<file path="config.mk">
export PLATFORM = sky130hd
export DESIGN_NAME = synth_control_word_decode
export DESIGN_NICKNAME = d
export VERILOG_FILES = /design/src/verilog/synth_cfw_pkg.sv /design/src/verilog/cfw_if.sv /design/src/verilog/synth_control_word_decode.sv /design/src/verilog/cfw_field_decode.sv
export VERILOG_INCLUDE_DIRS = /design/src /design/src/verilog
export SDC_FILE = /design/constraint.sdc
export NUM_CORES = 1
export LEC_CHECK = 0
export BUFFER_PORTS_ARGS = -buffer_cell sky130_fd_sc_hd__buf_2
export CAP_MARGIN = 20
export CELL_PAD_IN_SITES_DETAIL_PLACEMENT = 0
export CELL_PAD_IN_SITES_GLOBAL_PLACEMENT = 1
export CORE_MARGIN = 2
export CORE_UTILIZATION = 40
export CTS_CLUSTER_DIAMETER = 50
export DETAILED_ROUTE_END_ITERATION = 12
export PLACE_DENSITY = 0.87
export SYNTH_ARGS = -nofsm -noshare
export SYNTH_HDL_FRONTEND = slang
export SYNTH_SLANG_ARGS = --single-unit
</file>
<file path="constraint.sdc">
create_clock -name clk_sys -period 5.7 [get_ports clk_sys]
set_input_delay 0.57 -clock clk_sys [delete_from_list [all_inputs] [get_ports clk_sys]]
set_output_delay 0.57 -clock clk_sys [all_outputs]
set_load 0.01 [all_outputs]
</file>
<file path="src/verilog/synth_cfw_consts.svh">
// Summary of operation
// - Final pump scale zero unless top bit set
// - Wide pump scale is twice the code
// - Auto-clear low: delta word accumulates on frequency
// - Auto-clear high: update strobe zeroes frequency accumulator once
// - Auto-clear low: tuning word accumulates on phase
// - Auto-clear high: update strobe zeroes phase accumulator once
// - Timer load low: reload ramp timer on update
// - Timer load high: reload on timeout, ignore update
// - Frequency clear bit holds accumulator at zero
// - Phase clear bit holds accumulator at zero
// - Fast-lock enable bit turns fast lock on
// - Tuning-word bit excludes tuning word from decision
// - Sweep bit selects sweep, else single tone
// - Output bit selects sine, else cosine
// - N divider: 00=1, 01=2, 1x=4
// - M divider: 00=1, 01=2, 1x=4
// - Polarity bit swaps pump source and sink
// - Offset bit selects offset pump currents
// - Divider-disable bit bypasses reference divide-by-two
// - Sync disable holds pin low, sync keeps running
// - Three power-down bits; all set means sleep
// - Core power-down stops clocks except sync output; here only the accumulators and ramp timer hold, pump outputs keep running
// - Serial pin direction: two-wire bidir, three-wire input
// - Bit-order bit selects LSB-first serial transfers
// - Serial bit positions numbered from word MSB
`ifndef SYNTH_CFW_CONSTS_SVH
`define SYNTH_CFW_CONSTS_SVH

`define CFW_RESET 32'h0000_0018
`define CFW_FPUMP_HI 29
`define CFW_FPUMP_LO 27
`define CFW_WPUMP_HI 26
`define CFW_WPUMP_LO 24
`define CFW_FAUTO 23
`define CFW_PAUTO 22
`define CFW_RTLOAD 21
`define CFW_FCLR 20
`define CFW_PCLR 19
`define CFW_FLEN 17
`define CFW_FLFTW 16
`define CFW_SWEEP 15
`define CFW_SINE 14
`define CFW_CPOFS 13
`define CFW_NDIV_HI 12
`define CFW_NDIV_LO 11
`define CFW_CPPOL 10
`define CFW_MDIV_HI 9
`define CFW_MDIV_LO 8
`define CFW_DIV2DIS 6
`define CFW_SYNCDIS 5
`define CFW_PDMIX 4
`define CFW_PDPUMP 3
`define CFW_PDCORE 2
`define CFW_SDIOIN 1
`define CFW_LSBF 0
`define CFW_SER_LAST 5'h1f
`define QUARTER_TURN 32'h4000_0000

`endif

</file>
<file path="src/verilog/synth_cfw_pkg.sv">
package synth_cfw_pkg;
    typedef logic [31:0] word_t;
    typedef struct packed {
        logic [2:0] final_scale;
        logic [3:0] wide_scale;
        logic [2:0] n_ratio;
        logic [2:0] m_ratio;
    } pump_cfg_s;
endpackage

</file>
<file path="src/verilog/cfw_if.sv">
`timescale 1ns/1ps
`default_nettype none
interface cfw_if;
    import synth_cfw_pkg::*;
    word_t word;
    pump_cfg_s cfg;
    modport owner (output word, input cfg);
    modport decoder (input word, output cfg);
endinterface
`default_nettype wire

</file>
<file path="src/verilog/synth_control_word_decode.sv">
`timescale 1ns/1ps
`default_nettype none
`include "synth_cfw_consts.svh"
module synth_control_word_decode
    import synth_cfw_pkg::*;
(
    input wire logic clk_sys,
    input wire logic srst,
    // Parallel byte port
    input wire logic par_wr,
    input wire logic [1:0] par_addr,
    input wire logic [7:0] par_data,
    // Serial bit port
    input wire logic ser_start,
    input wire logic ser_valid,
    input wire logic ser_bit,
    // Datapath inputs
    input wire logic frequency_update_strobe,
    input wire logic [31:0] tuning_word,
    input wire logic [31:0] delta_word,
    input wire logic [15:0] ramp_rate_word,
    // Loop inputs
    input wire logic pump_request,
    input wire logic pd_input_slower,
    input wire logic loop_unlocked,
    // Register readback
    output logic [31:0] control_function_word,
    // Pump and divider controls
    output logic [2:0] final_pump_scale,
    output logic [3:0] wide_pump_scale,
    output logic [2:0] n_ratio,
    output logic [2:0] m_ratio,
    output logic pump_offset_mode,
    output logic pump_source,
    output logic pump_sink,
    output logic fast_lock_enable,
    output logic fast_lock_active,
    // Mode controls
    output logic sweep_mode,
    output logic sine_select,
    output logic reference_clock_in_div2_bypass,
    output logic sync_clock_out,
    output logic mixer_pd,
    output logic pump_pd,
    output logic core_pd,
    output logic full_sleep,
    output logic serial_pin_bidir,
    output logic lsb_first,
    // Datapath state
    output logic [31:0] freq_acc,
    output logic [31:0] phase_acc,
    output logic [31:0] amp_phase
);

    // ----------------------------------------
    // Control word storage
    // ----------------------------------------
    word_t cfw_r;
    word_t cfw_nxt;
    word_t ser_shift_r;
    logic [4:0] ser_cnt_r;
    logic [31:0] ser_word;

    cfw_if cfw_bus ();

    assign cfw_bus.word = cfw_r;

    cfw_field_decode u_decode (
        .cfw(cfw_bus)
    );

    // ----------------------------------------
    // Serial shift register
    // ----------------------------------------
    // Serial word as it stands once the current bit is shifted in
    always_comb begin
        if (cfw_r[`CFW_LSBF]) begin
            ser_word = {ser_bit, ser_shift_r[31:1]};
        end else begin
            ser_word = {ser_shift_r[30:0], ser_bit};
        end
    end

    always_ff @(posedge clk_sys) begin
        if (srst) begin
            ser_shift_r <= 32'h0000_0000;
            ser_cnt_r <= 5'h00;
        end else if (ser_start) begin
            ser_cnt_r <= 5'h00;
        end else if (ser_valid) begin
            ser_shift_r <= ser_word;
            ser_cnt_r <= ser_cnt_r + 5'h01;
        end
    end

    // ----------------------------------------
    // Byte and word merge
    // ----------------------------------------
    // Parallel write wins if both ports land in one cycle
    always_comb begin
        cfw_nxt = cfw_r;
        if (par_wr) begin
            if (par_addr == 2'h0) begin
                cfw_nxt[7:0] = par_data;
            end else if (par_addr == 2'h1) begin
                cfw_nxt[15:8] = par_data;
            end else if (par_addr == 2'h2) begin
                cfw_nxt[23:16] = par_data;
            end else begin
                cfw_nxt[31:24] = par_data;
            end
        end else if (ser_valid && !ser_start && ser_cnt_r == `CFW_SER_LAST) begin
            cfw_nxt = ser_word;
        end
    end

    always_ff @(posedge clk_sys) begin
        if (srst) begin
            cfw_r <= `CFW_RESET;
        end else begin
            cfw_r <= cfw_nxt;
        end
    end

    // ----------------------------------------
    // Ramp rate timer
    // ----------------------------------------
    logic [15:0] ramp_cnt_r;
    logic ramp_expired_r;
    logic ramp_tick;
    logic core_run;

    assign core_run = !cfw_r[`CFW_PDCORE];

    always_comb begin
        ramp_tick = 1'b0;
        if (core_run && ramp_cnt_r == 16'h0000) begin
            if (cfw_r[`CFW_RTLOAD]) begin
                ramp_tick = 1'b1;
            end else if (!ramp_expired_r && !frequency_update_strobe) begin
                ramp_tick = 1'b1;
            end
        end
    end

    always_ff @(posedge clk_sys) begin
        if (srst) begin
            ramp_cnt_r <= 16'h0000;
            ramp_expired_r <= 1'b0;
        end else if (core_run) begin
            if (cfw_r[`CFW_RTLOAD]) begin
                ramp_expired_r <= 1'b0;
                if (ramp_cnt_r == 16'h0000) begin
                    ramp_cnt_r <= ramp_rate_word;
                end else begin
                    ramp_cnt_r <= ramp_cnt_r - 16'h0001;
                end
            end else if (frequency_update_strobe) begin
                ramp_cnt_r <= ramp_rate_word;
                ramp_expired_r <= 1'b0;
            end else if (ramp_cnt_r == 16'h0000) begin
                // Halts until the next update strobe
                ramp_expired_r <= 1'b1;
            end else begin
                ramp_cnt_r <= ramp_cnt_r - 16'h0001;
            end
        end
    end

    // ----------------------------------------
    // Frequency accumulator
    // ----------------------------------------
    logic [31:0] freq_acc_r;

    always_ff @(posedge clk_sys) begin
        if (srst) begin
            freq_acc_r <= 32'h0000_0000;
        end else if (cfw_r[`CFW_FCLR]) begin
            freq_acc_r <= 32'h0000_0000;
        end else if (!core_run) begin
            freq_acc_r <= freq_acc_r;
        end else if (frequency_update_strobe && cfw_r[`CFW_FAUTO]) begin
            freq_acc_r <= 32'h0000_0000;
        end else if (ramp_tick && cfw_r[`CFW_SWEEP]) begin
            freq_acc_r <= freq_acc_r + delta_word;
        end
    end

    // ----------------------------------------
    // Phase accumulator
    // ----------------------------------------
    logic [31:0] phase_acc_r;
    logic [31:0] phase_inc;

    // Sweep adds the ramped offset onto the programmed tone
    assign phase_inc = cfw_r[`CFW_SWEEP] ? (tuning_word + freq_acc_r) : tuning_word;

    always_ff @(posedge clk_sys) begin
        if (srst) begin
            phase_acc_r <= 32'h0000_0000;
        end else if (cfw_r[`CFW_PCLR]) begin
            phase_acc_r <= 32'h0000_0000;
        end else if (!core_run) begin
            phase_acc_r <= phase_acc_r;
        end else if (frequency_update_strobe && cfw_r[`CFW_PAUTO]) begin
            phase_acc_r <= 32'h0000_0000;
        end else begin
            phase_acc_r <= phase_acc_r + phase_inc;
        end
    end

    // ----------------------------------------
    // Datapath outputs
    // ----------------------------------------
    always_ff @(posedge clk_sys) begin
        if (srst) begin
            freq_acc <= 32'h0000_0000;
            phase_acc <= 32'h0000_0000;
            amp_phase <= `QUARTER_TURN;
        end else begin
            freq_acc <= freq_acc_r;
            phase_acc <= phase_acc_r;
            // Cosine is the sine lookup a quarter turn ahead
            if (cfw_r[`CFW_SINE]) begin
                amp_phase <= phase_acc_r;
            end else begin
                amp_phase <= phase_acc_r + `QUARTER_TURN;
            end
        end
    end

    // ----------------------------------------
    // Sync clock
    // ----------------------------------------
    logic sync_phase_r;

    // Keeps running in every power state so timing stays aligned
    always_ff @(posedge clk_sys) begin
        if (srst) begin
            sync_phase_r <= 1'b0;
        end else begin
            sync_phase_r <= !sync_phase_r;
        end
    end

    always_ff @(posedge clk_sys) begin
        if (srst) begin
            sync_clock_out <= 1'b0;
        end else if (cfw_r[`CFW_SYNCDIS]) begin
            sync_clock_out <= 1'b0;
        end else begin
            sync_clock_out <= !sync_phase_r;
        end
    end

    // ----------------------------------------
    // Charge pump and fast lock
    // ----------------------------------------
    logic pump_live;
    logic pump_dir;
    logic ftw_far;

    assign pump_live = pump_request && !cfw_r[`CFW_PDPUMP];
    assign pump_dir = pd_input_slower ^ cfw_r[`CFW_CPPOL];
    // Coarse comparison only; fine error is left to the loop
    assign ftw_far = tuning_word[31:24] != phase_inc[31:24];

    always_ff @(posedge clk_sys) begin
        if (srst) begin
            pump_source <= 1'b0;
            pump_sink <= 1'b0;
        end else begin
            pump_source <= pump_live && pump_dir;
            pump_sink <= pump_live && !pump_dir;
        end
    end

    // ----------------------------------------
    // Fast lock decision
    // ----------------------------------------

    always_ff @(posedge clk_sys) begin
        if (srst) begin
            fast_lock_active <= 1'b0;
        end else if (!cfw_r[`CFW_FLEN]) begin
            fast_lock_active <= 1'b0;
        end else if (cfw_r[`CFW_FLFTW]) begin
            fast_lock_active <= loop_unlocked;
        end else begin
            fast_lock_active <= loop_unlocked && ftw_far;
        end
    end

    // ----------------------------------------
    // Registered field decode
    // ----------------------------------------
    // Decode stays combinational; flops here keep outputs glitch free

    always_ff @(posedge clk_sys) begin
        if (srst) begin
            final_pump_scale <= 3'h0;
            wide_pump_scale <= 4'h0;
            n_ratio <= 3'h1;
            m_ratio <= 3'h1;
            pump_offset_mode <= 1'b0;
            fast_lock_enable <= 1'b0;
        end else begin
            final_pump_scale <= cfw_bus.cfg.final_scale;
            wide_pump_scale <= cfw_bus.cfg.wide_scale;
            n_ratio <= cfw_bus.cfg.n_ratio;
            m_ratio <= cfw_bus.cfg.m_ratio;
            pump_offset_mode <= cfw_r[`CFW_CPOFS];
            fast_lock_enable <= cfw_r[`CFW_FLEN];
        end
    end

    // ----------------------------------------
    // Modes, power and readback
    // ----------------------------------------
    always_ff @(posedge clk_sys) begin
        if (srst) begin
            sweep_mode <= 1'b0;
            sine_select <= 1'b0;
            reference_clock_in_div2_bypass <= 1'b0;
            mixer_pd <= 1'b1;
            pump_pd <= 1'b1;
            core_pd <= 1'b0;
            full_sleep <= 1'b0;
            serial_pin_bidir <= 1'b1;
            lsb_first <= 1'b0;
            control_function_word <= `CFW_RESET;
        end else begin
            sweep_mode <= cfw_r[`CFW_SWEEP];
            sine_select <= cfw_r[`CFW_SINE];
            reference_clock_in_div2_bypass <= cfw_r[`CFW_DIV2DIS];
            mixer_pd <= cfw_r[`CFW_PDMIX];
            pump_pd <= cfw_r[`CFW_PDPUMP];
            core_pd <= cfw_r[`CFW_PDCORE];
            full_sleep <= &cfw_r[`CFW_PDMIX:`CFW_PDCORE];
            serial_pin_bidir <= !cfw_r[`CFW_SDIOIN];
            lsb_first <= cfw_r[`CFW_LSBF];
            control_function_word <= cfw_r;
        end
    end

endmodule
`default_nettype wire

</file>
<file path="src/verilog/cfw_field_decode.sv">
`timescale 1ns/1ps
`default_nettype none
`include "synth_cfw_consts.svh"
module cfw_field_decode
    import synth_cfw_pkg::*;
(
    cfw_if.decoder cfw
);
    logic [2:0] fcode;
    logic [2:0] wcode;
    logic [1:0] ncode;
    logic [1:0] mcode;

    // ----------------------------------------
    // Ratio lookup shared by both dividers
    // ----------------------------------------
    function automatic logic [2:0] div_ratio(input logic [1:0] code);
        logic [2:0] r;
        r = 3'h1;
        if (code[1]) begin
            r = 3'h4;
        end else if (code[0]) begin
            r = 3'h2;
        end
        return r;
    endfunction

    always_comb begin
        fcode = cfw.word[`CFW_FPUMP_HI:`CFW_FPUMP_LO];
        wcode = cfw.word[`CFW_WPUMP_HI:`CFW_WPUMP_LO];
        ncode = cfw.word[`CFW_NDIV_HI:`CFW_NDIV_LO];
        mcode = cfw.word[`CFW_MDIV_HI:`CFW_MDIV_LO];
        cfw.cfg.final_scale = fcode[2] ? ({1'b0, fcode[1:0]} + 3'h1) : 3'h0;
        cfw.cfg.wide_scale = {wcode, 1'b0};
        cfw.cfg.n_ratio = div_ratio(ncode);
        cfw.cfg.m_ratio = div_ratio(mcode);
    end
endmodule
`default_nettype wire

</file>
* After elaboration in Yosys (flattened, before gate mapping) *
Cells that the tools add are included.

word-level totals
  register bits = 307
  bits in latches = 0
  memory bits (writable) = 0
  memory bits (read-only) = 0
  input bits = 100
  output and inout bits = 156
  logic and storage cells = 130
  memories kept = 0

cells by class
  $add $sub $neg = 7
  multiply operators = 0
  div/mod/pow operators = 0
  magnitude comparators = 0
  equal/unequal tests = 11
  shift-type cells = 0
  muxes and demuxes = 29
  bitwise logic cells = 5
  reductions and logical operators = 41

operators by type and width
  cell                                                number
  two-way mux 32 bit                                  8
  adder 32 bit                                        3
  two-way mux 16 bit                                  5
  adder 32 x 31 -> 32 bit, second input constant      1
  two-way mux 8 bit                                   4
  two-way mux 24 bit                                  1
  logical NOT 16 bit                                  1
  OR reduction 2 bit                                  8
  subtractor 16 x 1 -> 16 bit, second input constant  1
  logical AND 1 bit                                   11
  AND reduction 2 bit                                 5
  logical NOT 1 bit                                   8
  != test 8 bit                                       1
  AND reduction 4 bit                                 2
  two-way mux 1 bit                                   7
  two-way mux 3 bit                                   2
  != test 2 x 1 -> 1 bit, second input constant       3
  != test 2 bit, second input constant                3
  AND reduction 3 bit                                 2
  adder 5 x 1 -> 5 bit, second input constant         1
  equality test 5 bit, second input constant          1
  two-way mux 2 bit                                   2
  NOT 1 bit                                           4
  nonzero test 2 bit                                  2
  7 further kinds                                     7

* Logic depth before layout (Yosys ltp) *
  depth in word-level cells = 8
  gate-level depth with buffers = 23

* Modules after synthesis *
A second synthesis with hierarchy kept.

unflattened totals
  cells, all modules = 1771
  area, all modules = 15170.8 um^2

modules (own cells, without submodules)
  module                     instances  cells each  area an instance (um^2)  seq. area each (um^2)
  synth_control_word_decode  1          1756        15058.2                  5365.1
  cfw_field_decode           1          15          112.6                    0.0

* Worst setup path before layout *
No wires, ideal clock.

  kind = in2reg
  from = input port tuning_word[7]
  to = register phase_acc_r[31]
  setup time = 0.071 ns
  arrival = 4.434 ns
  required time = 5.629 ns
  slack = 1.195 ns
  stages = 22
  buffers on the path = 0
  cell sequence = ha_1 a211oi_1 o21bai_1 a21oi_1 o32ai_1 o31ai_1 a21boi_1 nor2_1 o31ai_1 xor2_1 mux2_2 ha_1 a2111oi_0 o21ai_0 o2111ai_1 nand2_1 a31o_2 a21oi_1 o31ai_1 a21o_1 a211oi_1 o21bai_1

between the ends
  cells in the longest elaborated chain, start to end = 4

RTL lines
  element                 line                              source
  start: declaration      synth_control_word_decode.sv:19   input wire logic [31:0] tuning_word,
  adder 32 bit            synth_control_word_decode.sv:196  assign phase_inc = cfw_r[`CFW_SWEEP] ? (tuning_word + freq_acc_r) : tuning_word;
  two-way mux 32 bit (*)  synth_control_word_decode.sv:196
  adder 32 bit (*)        synth_control_word_decode.sv:208  phase_acc_r <= phase_acc_r + phase_inc;
  two-way mux 32 bit (*)  synth_control_word_decode.sv:205  end else if (frequency_update_strobe && cfw_r[`CFW_PAUTO]) begin
  end signal: assignment  synth_control_word_decode.sv:204  phase_acc_r <= phase_acc_r;
  end signal: assignment  synth_control_word_decode.sv:208
  end: declaration        synth_control_word_decode.sv:192  logic [31:0] phase_acc_r;

Mark *: on every way between the ends. The rest lies on a longest branch, timed or not.
A chain may end at the register's enable or synchronous reset.

* Final worst setup path *
  from = register freq_acc_r[1]
  to = register phase_acc_r[31]

between the ends
  cells in the longest elaborated chain, start to end = 4

RTL lines
  element                   line                              source
  start: declaration        synth_control_word_decode.sv:173  logic [31:0] freq_acc_r;
  start signal: assignment  synth_control_word_decode.sv:181  freq_acc_r <= freq_acc_r;
  start signal: assignment  synth_control_word_decode.sv:185  freq_acc_r <= freq_acc_r + delta_word;
  adder 32 bit              synth_control_word_decode.sv:196
  two-way mux 32 bit        synth_control_word_decode.sv:196
  adder 32 bit              synth_control_word_decode.sv:208
  two-way mux 32 bit        synth_control_word_decode.sv:205

No other way between the ends.

==> metrics.cfg <==
[floorplanning]
start_util = 0.404
die_y_microns = 196
io_pins = 256
num_rows = 70
core_area_sq_mm = 0.0364
die_area_sq_mm = 0.0384
die_x_microns = 196

[sta]
slew_violations = 0
period_minus_slack_ns = 4.97
rsz0062_at_grt = no
finalSetupViolCount = 0
finalCritPeriodShare = 0.871
hold_violations = 0
fin_skew_ns = 0.0150
worstMarginPinSlew_ns = 1.06
setup_tns_ns = 0
fmax_mhz = 201
max_slew_margin = 0.291

[synth]
synth.most_common_cell = dfxtp_1
yosysWarningCount = 0
synth_top_cell_area_share = 0.356
synth-seq-area-share = 0.356
synth_seq_cells = 262
syn-mean-instance-area_sq_um = 8.57
synth.top_cells.by_count = dfxtp_1 (262), nor2_1 (171), a21oi_1 (145)
ys.flop_type = dfxtp_1
synthCells = 1719
syn-num-nets = 1922
ys_top_cells_by_area = dfxtp_1 (36%), ha_1 (8.5%), a21oi_1 (4.9%)
synth_top_cell_by_area = dfxtp_1
synthArstFlopShare = 0
synth_edf_count = 0
syn_area_sq_mm = 0.0147
ys_types = 75

[worst_setup_path]
required_ns = 6.18
path_cells = ha_1 -> a211oi_1 -> o21ai_1 -> a31oi_1 -> o21bai_1 -> a21oi_1 -> nor2b_1 -> o21ai_0 -> a21oi_1 -> mux2_2 -> ha_1 -> a21oi_1 -> nor2b_1 -> o41a_1 -> a41o_1 -> a31o_2 -> a21oi_1 -> o31ai_1 -> a21o_1 -> a211oi_1 -> o21bai_1
crit_path_start_kind = flip-flop
r2r_slack_ns = 0.73
criticalPathCategory = reg -> reg
critPathMaxFanout = 6
timing.rr.end = phase_acc_r[31]
cp-endpoint = phase_acc_r[31]
end_kind = flip-flop
timing.rr.start = freq_acc_r[1]
reg2regPathDepth = 21
critical_path.startpoint = freq_acc_r[1]
crit_top_cell = a21oi_1
critPathArrivalTime_ns = 5.45
slowest_stage = dfxtp_1
critPathMaxStageDelay_ns = 0.46

[run]
drv_cap = 0

[cts]
htreeDepth = 2
cts_root_buf = clkbuf_16
clk-insertion-delay-late_ns = 0.55
cts_setup_buffers = 0
cts_resized = 0
cts_buffers = 37
postCtsHoldBufs = 0
cts_tree = done
clock-sinks = 262
clockBufferDepth = 3
clkTransAtPathRegs_ns = 0.06

[drt]
post-route-drc-count = 0
first_pass_iters = 5
wl_microns = 42100
vias = 12900
ant_nets = 0
drtIter0Drc = 827
viasPerCell = 5.38
wire_per_inst_microns = 17.6

[placed_design]
gp_congestion = 0.920
hpwl_microns = 31500
place_area_sq_mm = 0.0160
port-buffer-count = 254

[finish]
fill_cells = 3551
finalNetCount = 2101
drive_gt1_frac = 0.201
finalInstanceArea_sq_mm = 0.0173
area_growth_pct = 17.3

[grt]
grt_first_pass_wirelength_microns = 65100
grt_util_all_layers = 0.213
grt_overflow = 0
grt_max_degree = 77
grt_pass1_vias = 12200
grt_antenna_before_repair = 5

[worst_hold_path]
hp-class = in -> reg

[power]
p_leak_nw = 7.89
p_per_area_mw_per_mm2 = 351
ir_drop_mv = 0.254
total_power_mw = 6.07

[outcome]
status = complete, no violations

-- cells by family after synthesis --
kind of cell,Yosys count,share of synthesized area
AO/OA/AOI/OAI,468,0.207
XOR/XNOR,92,0.0547
adder cells (fa/ha/maj),103,0.0890
buffers and inverters,170,0.0551
flip-flops,262,0.356
multiplexers,86,0.0618
other,1,0.000255
AND/OR/NAND/NOR,537,0.176
-- through the flow --
| step | std cells | hold slack, ns | utilization | setup slack, ns |
|---|---|---|---|---|
| 2_1_floorplan | 1719 | 0.391 | - | 1.20 |
| 3_3_place_gp | 2326 | 0.403 | 0.440 | 0.530 |
| 3_5_place_dp | 2326 | 0.406 | 0.440 | 0.558 |
| 4_1_cts | 2392 | 0.246 | 0.474 | 0.772 |
| 5_1_grt | 2393 | 0.272 | 0.474 | 0.300 |
| 6_report | 2395 | 0.267 | 0.474 | 0.733 |
-- cells in the final DEF, fill, tap and decap left out, types with 37 or more instances in the layout --
cell,synthesis,routed
a21o_1,45,45
a21oi_1,145,145
a22oi_1,38,38
buf_2,2,253
clkbuf_16,0,39
dfxtp_1,262,262
ha_1,100,100
inv_1,44,44
mux2_2,39,39
mux2i_1,47,47
nand2_1,113,113
nand3_1,37,37
nor2_1,171,171
nor2b_1,100,99
o21ai_0,60,60
xnor2_1,57,57
-- report_power, final --
group | internal [mW] | switching (mW)
Sequential | 2.03 | 0.160
Combinational | 0.701 | 0.883
Clock | 1.40 | 0.901
-- worst max-delay path, delay by kind of cell (launching register included) --
family,cells,cell delay (ns)
adder cells (fa/ha/maj),2,0.65
multiplexers,1,0.29
flip-flops,1,0.46
AND/OR/NAND/NOR,2,0.15
AO/OA/AOI/OAI,16,3.35
-- layout make-up --
type,instances,area [sq um],area share
multi-input combinational,1287,8680,0.502
sequential,262,5250,0.304
timing repair buffer,266,1370,0.0791
clock buffer,47,1040,0.0600
tap,468,586,0.0339
clock inverter,19,196,0.0114
inverter,44,165,0.00956
antenna,2,5.00,0.000290
-- worst min path at each step --
stage                                from                to  slack [ns]  cells past startpoint
after CTS                    pump_request       pump_source        0.25                      3
after global routing         pump_request       pump_source        0.27                      3
after global placement       sync_phase_r      sync_phase_r        0.40                      1
after detailed placement  cfw_bus.word[1]  serial_pin_bidir        0.41                      1
final                        pump_request       pump_source        0.27                      3
after floorplan           cfw_bus.word[1]  serial_pin_bidir        0.39                      1
-- layer usage --
metal,routed length (microns),track usage,part of all wire
met5,23,0,0.00055
met4,1640,0.0951,0.039
met3,2390,0.0471,0.057
met2,19600,0.352,0.47
met1,18500,0.267,0.44
-- flip-flops by register name, indices dropped and copies added, names as in the netlist, 3 cells and up --
register	flops
phase_acc	32
freq_acc_r	32
cfw_bus.word	32
ser_cnt_r	5
final_pump_scale	3
freq_acc	32
phase_acc_r	32
control_function_word	30
ramp_cnt_r	16
ser_shift_r	32
(Power assumes the default switching activity.)
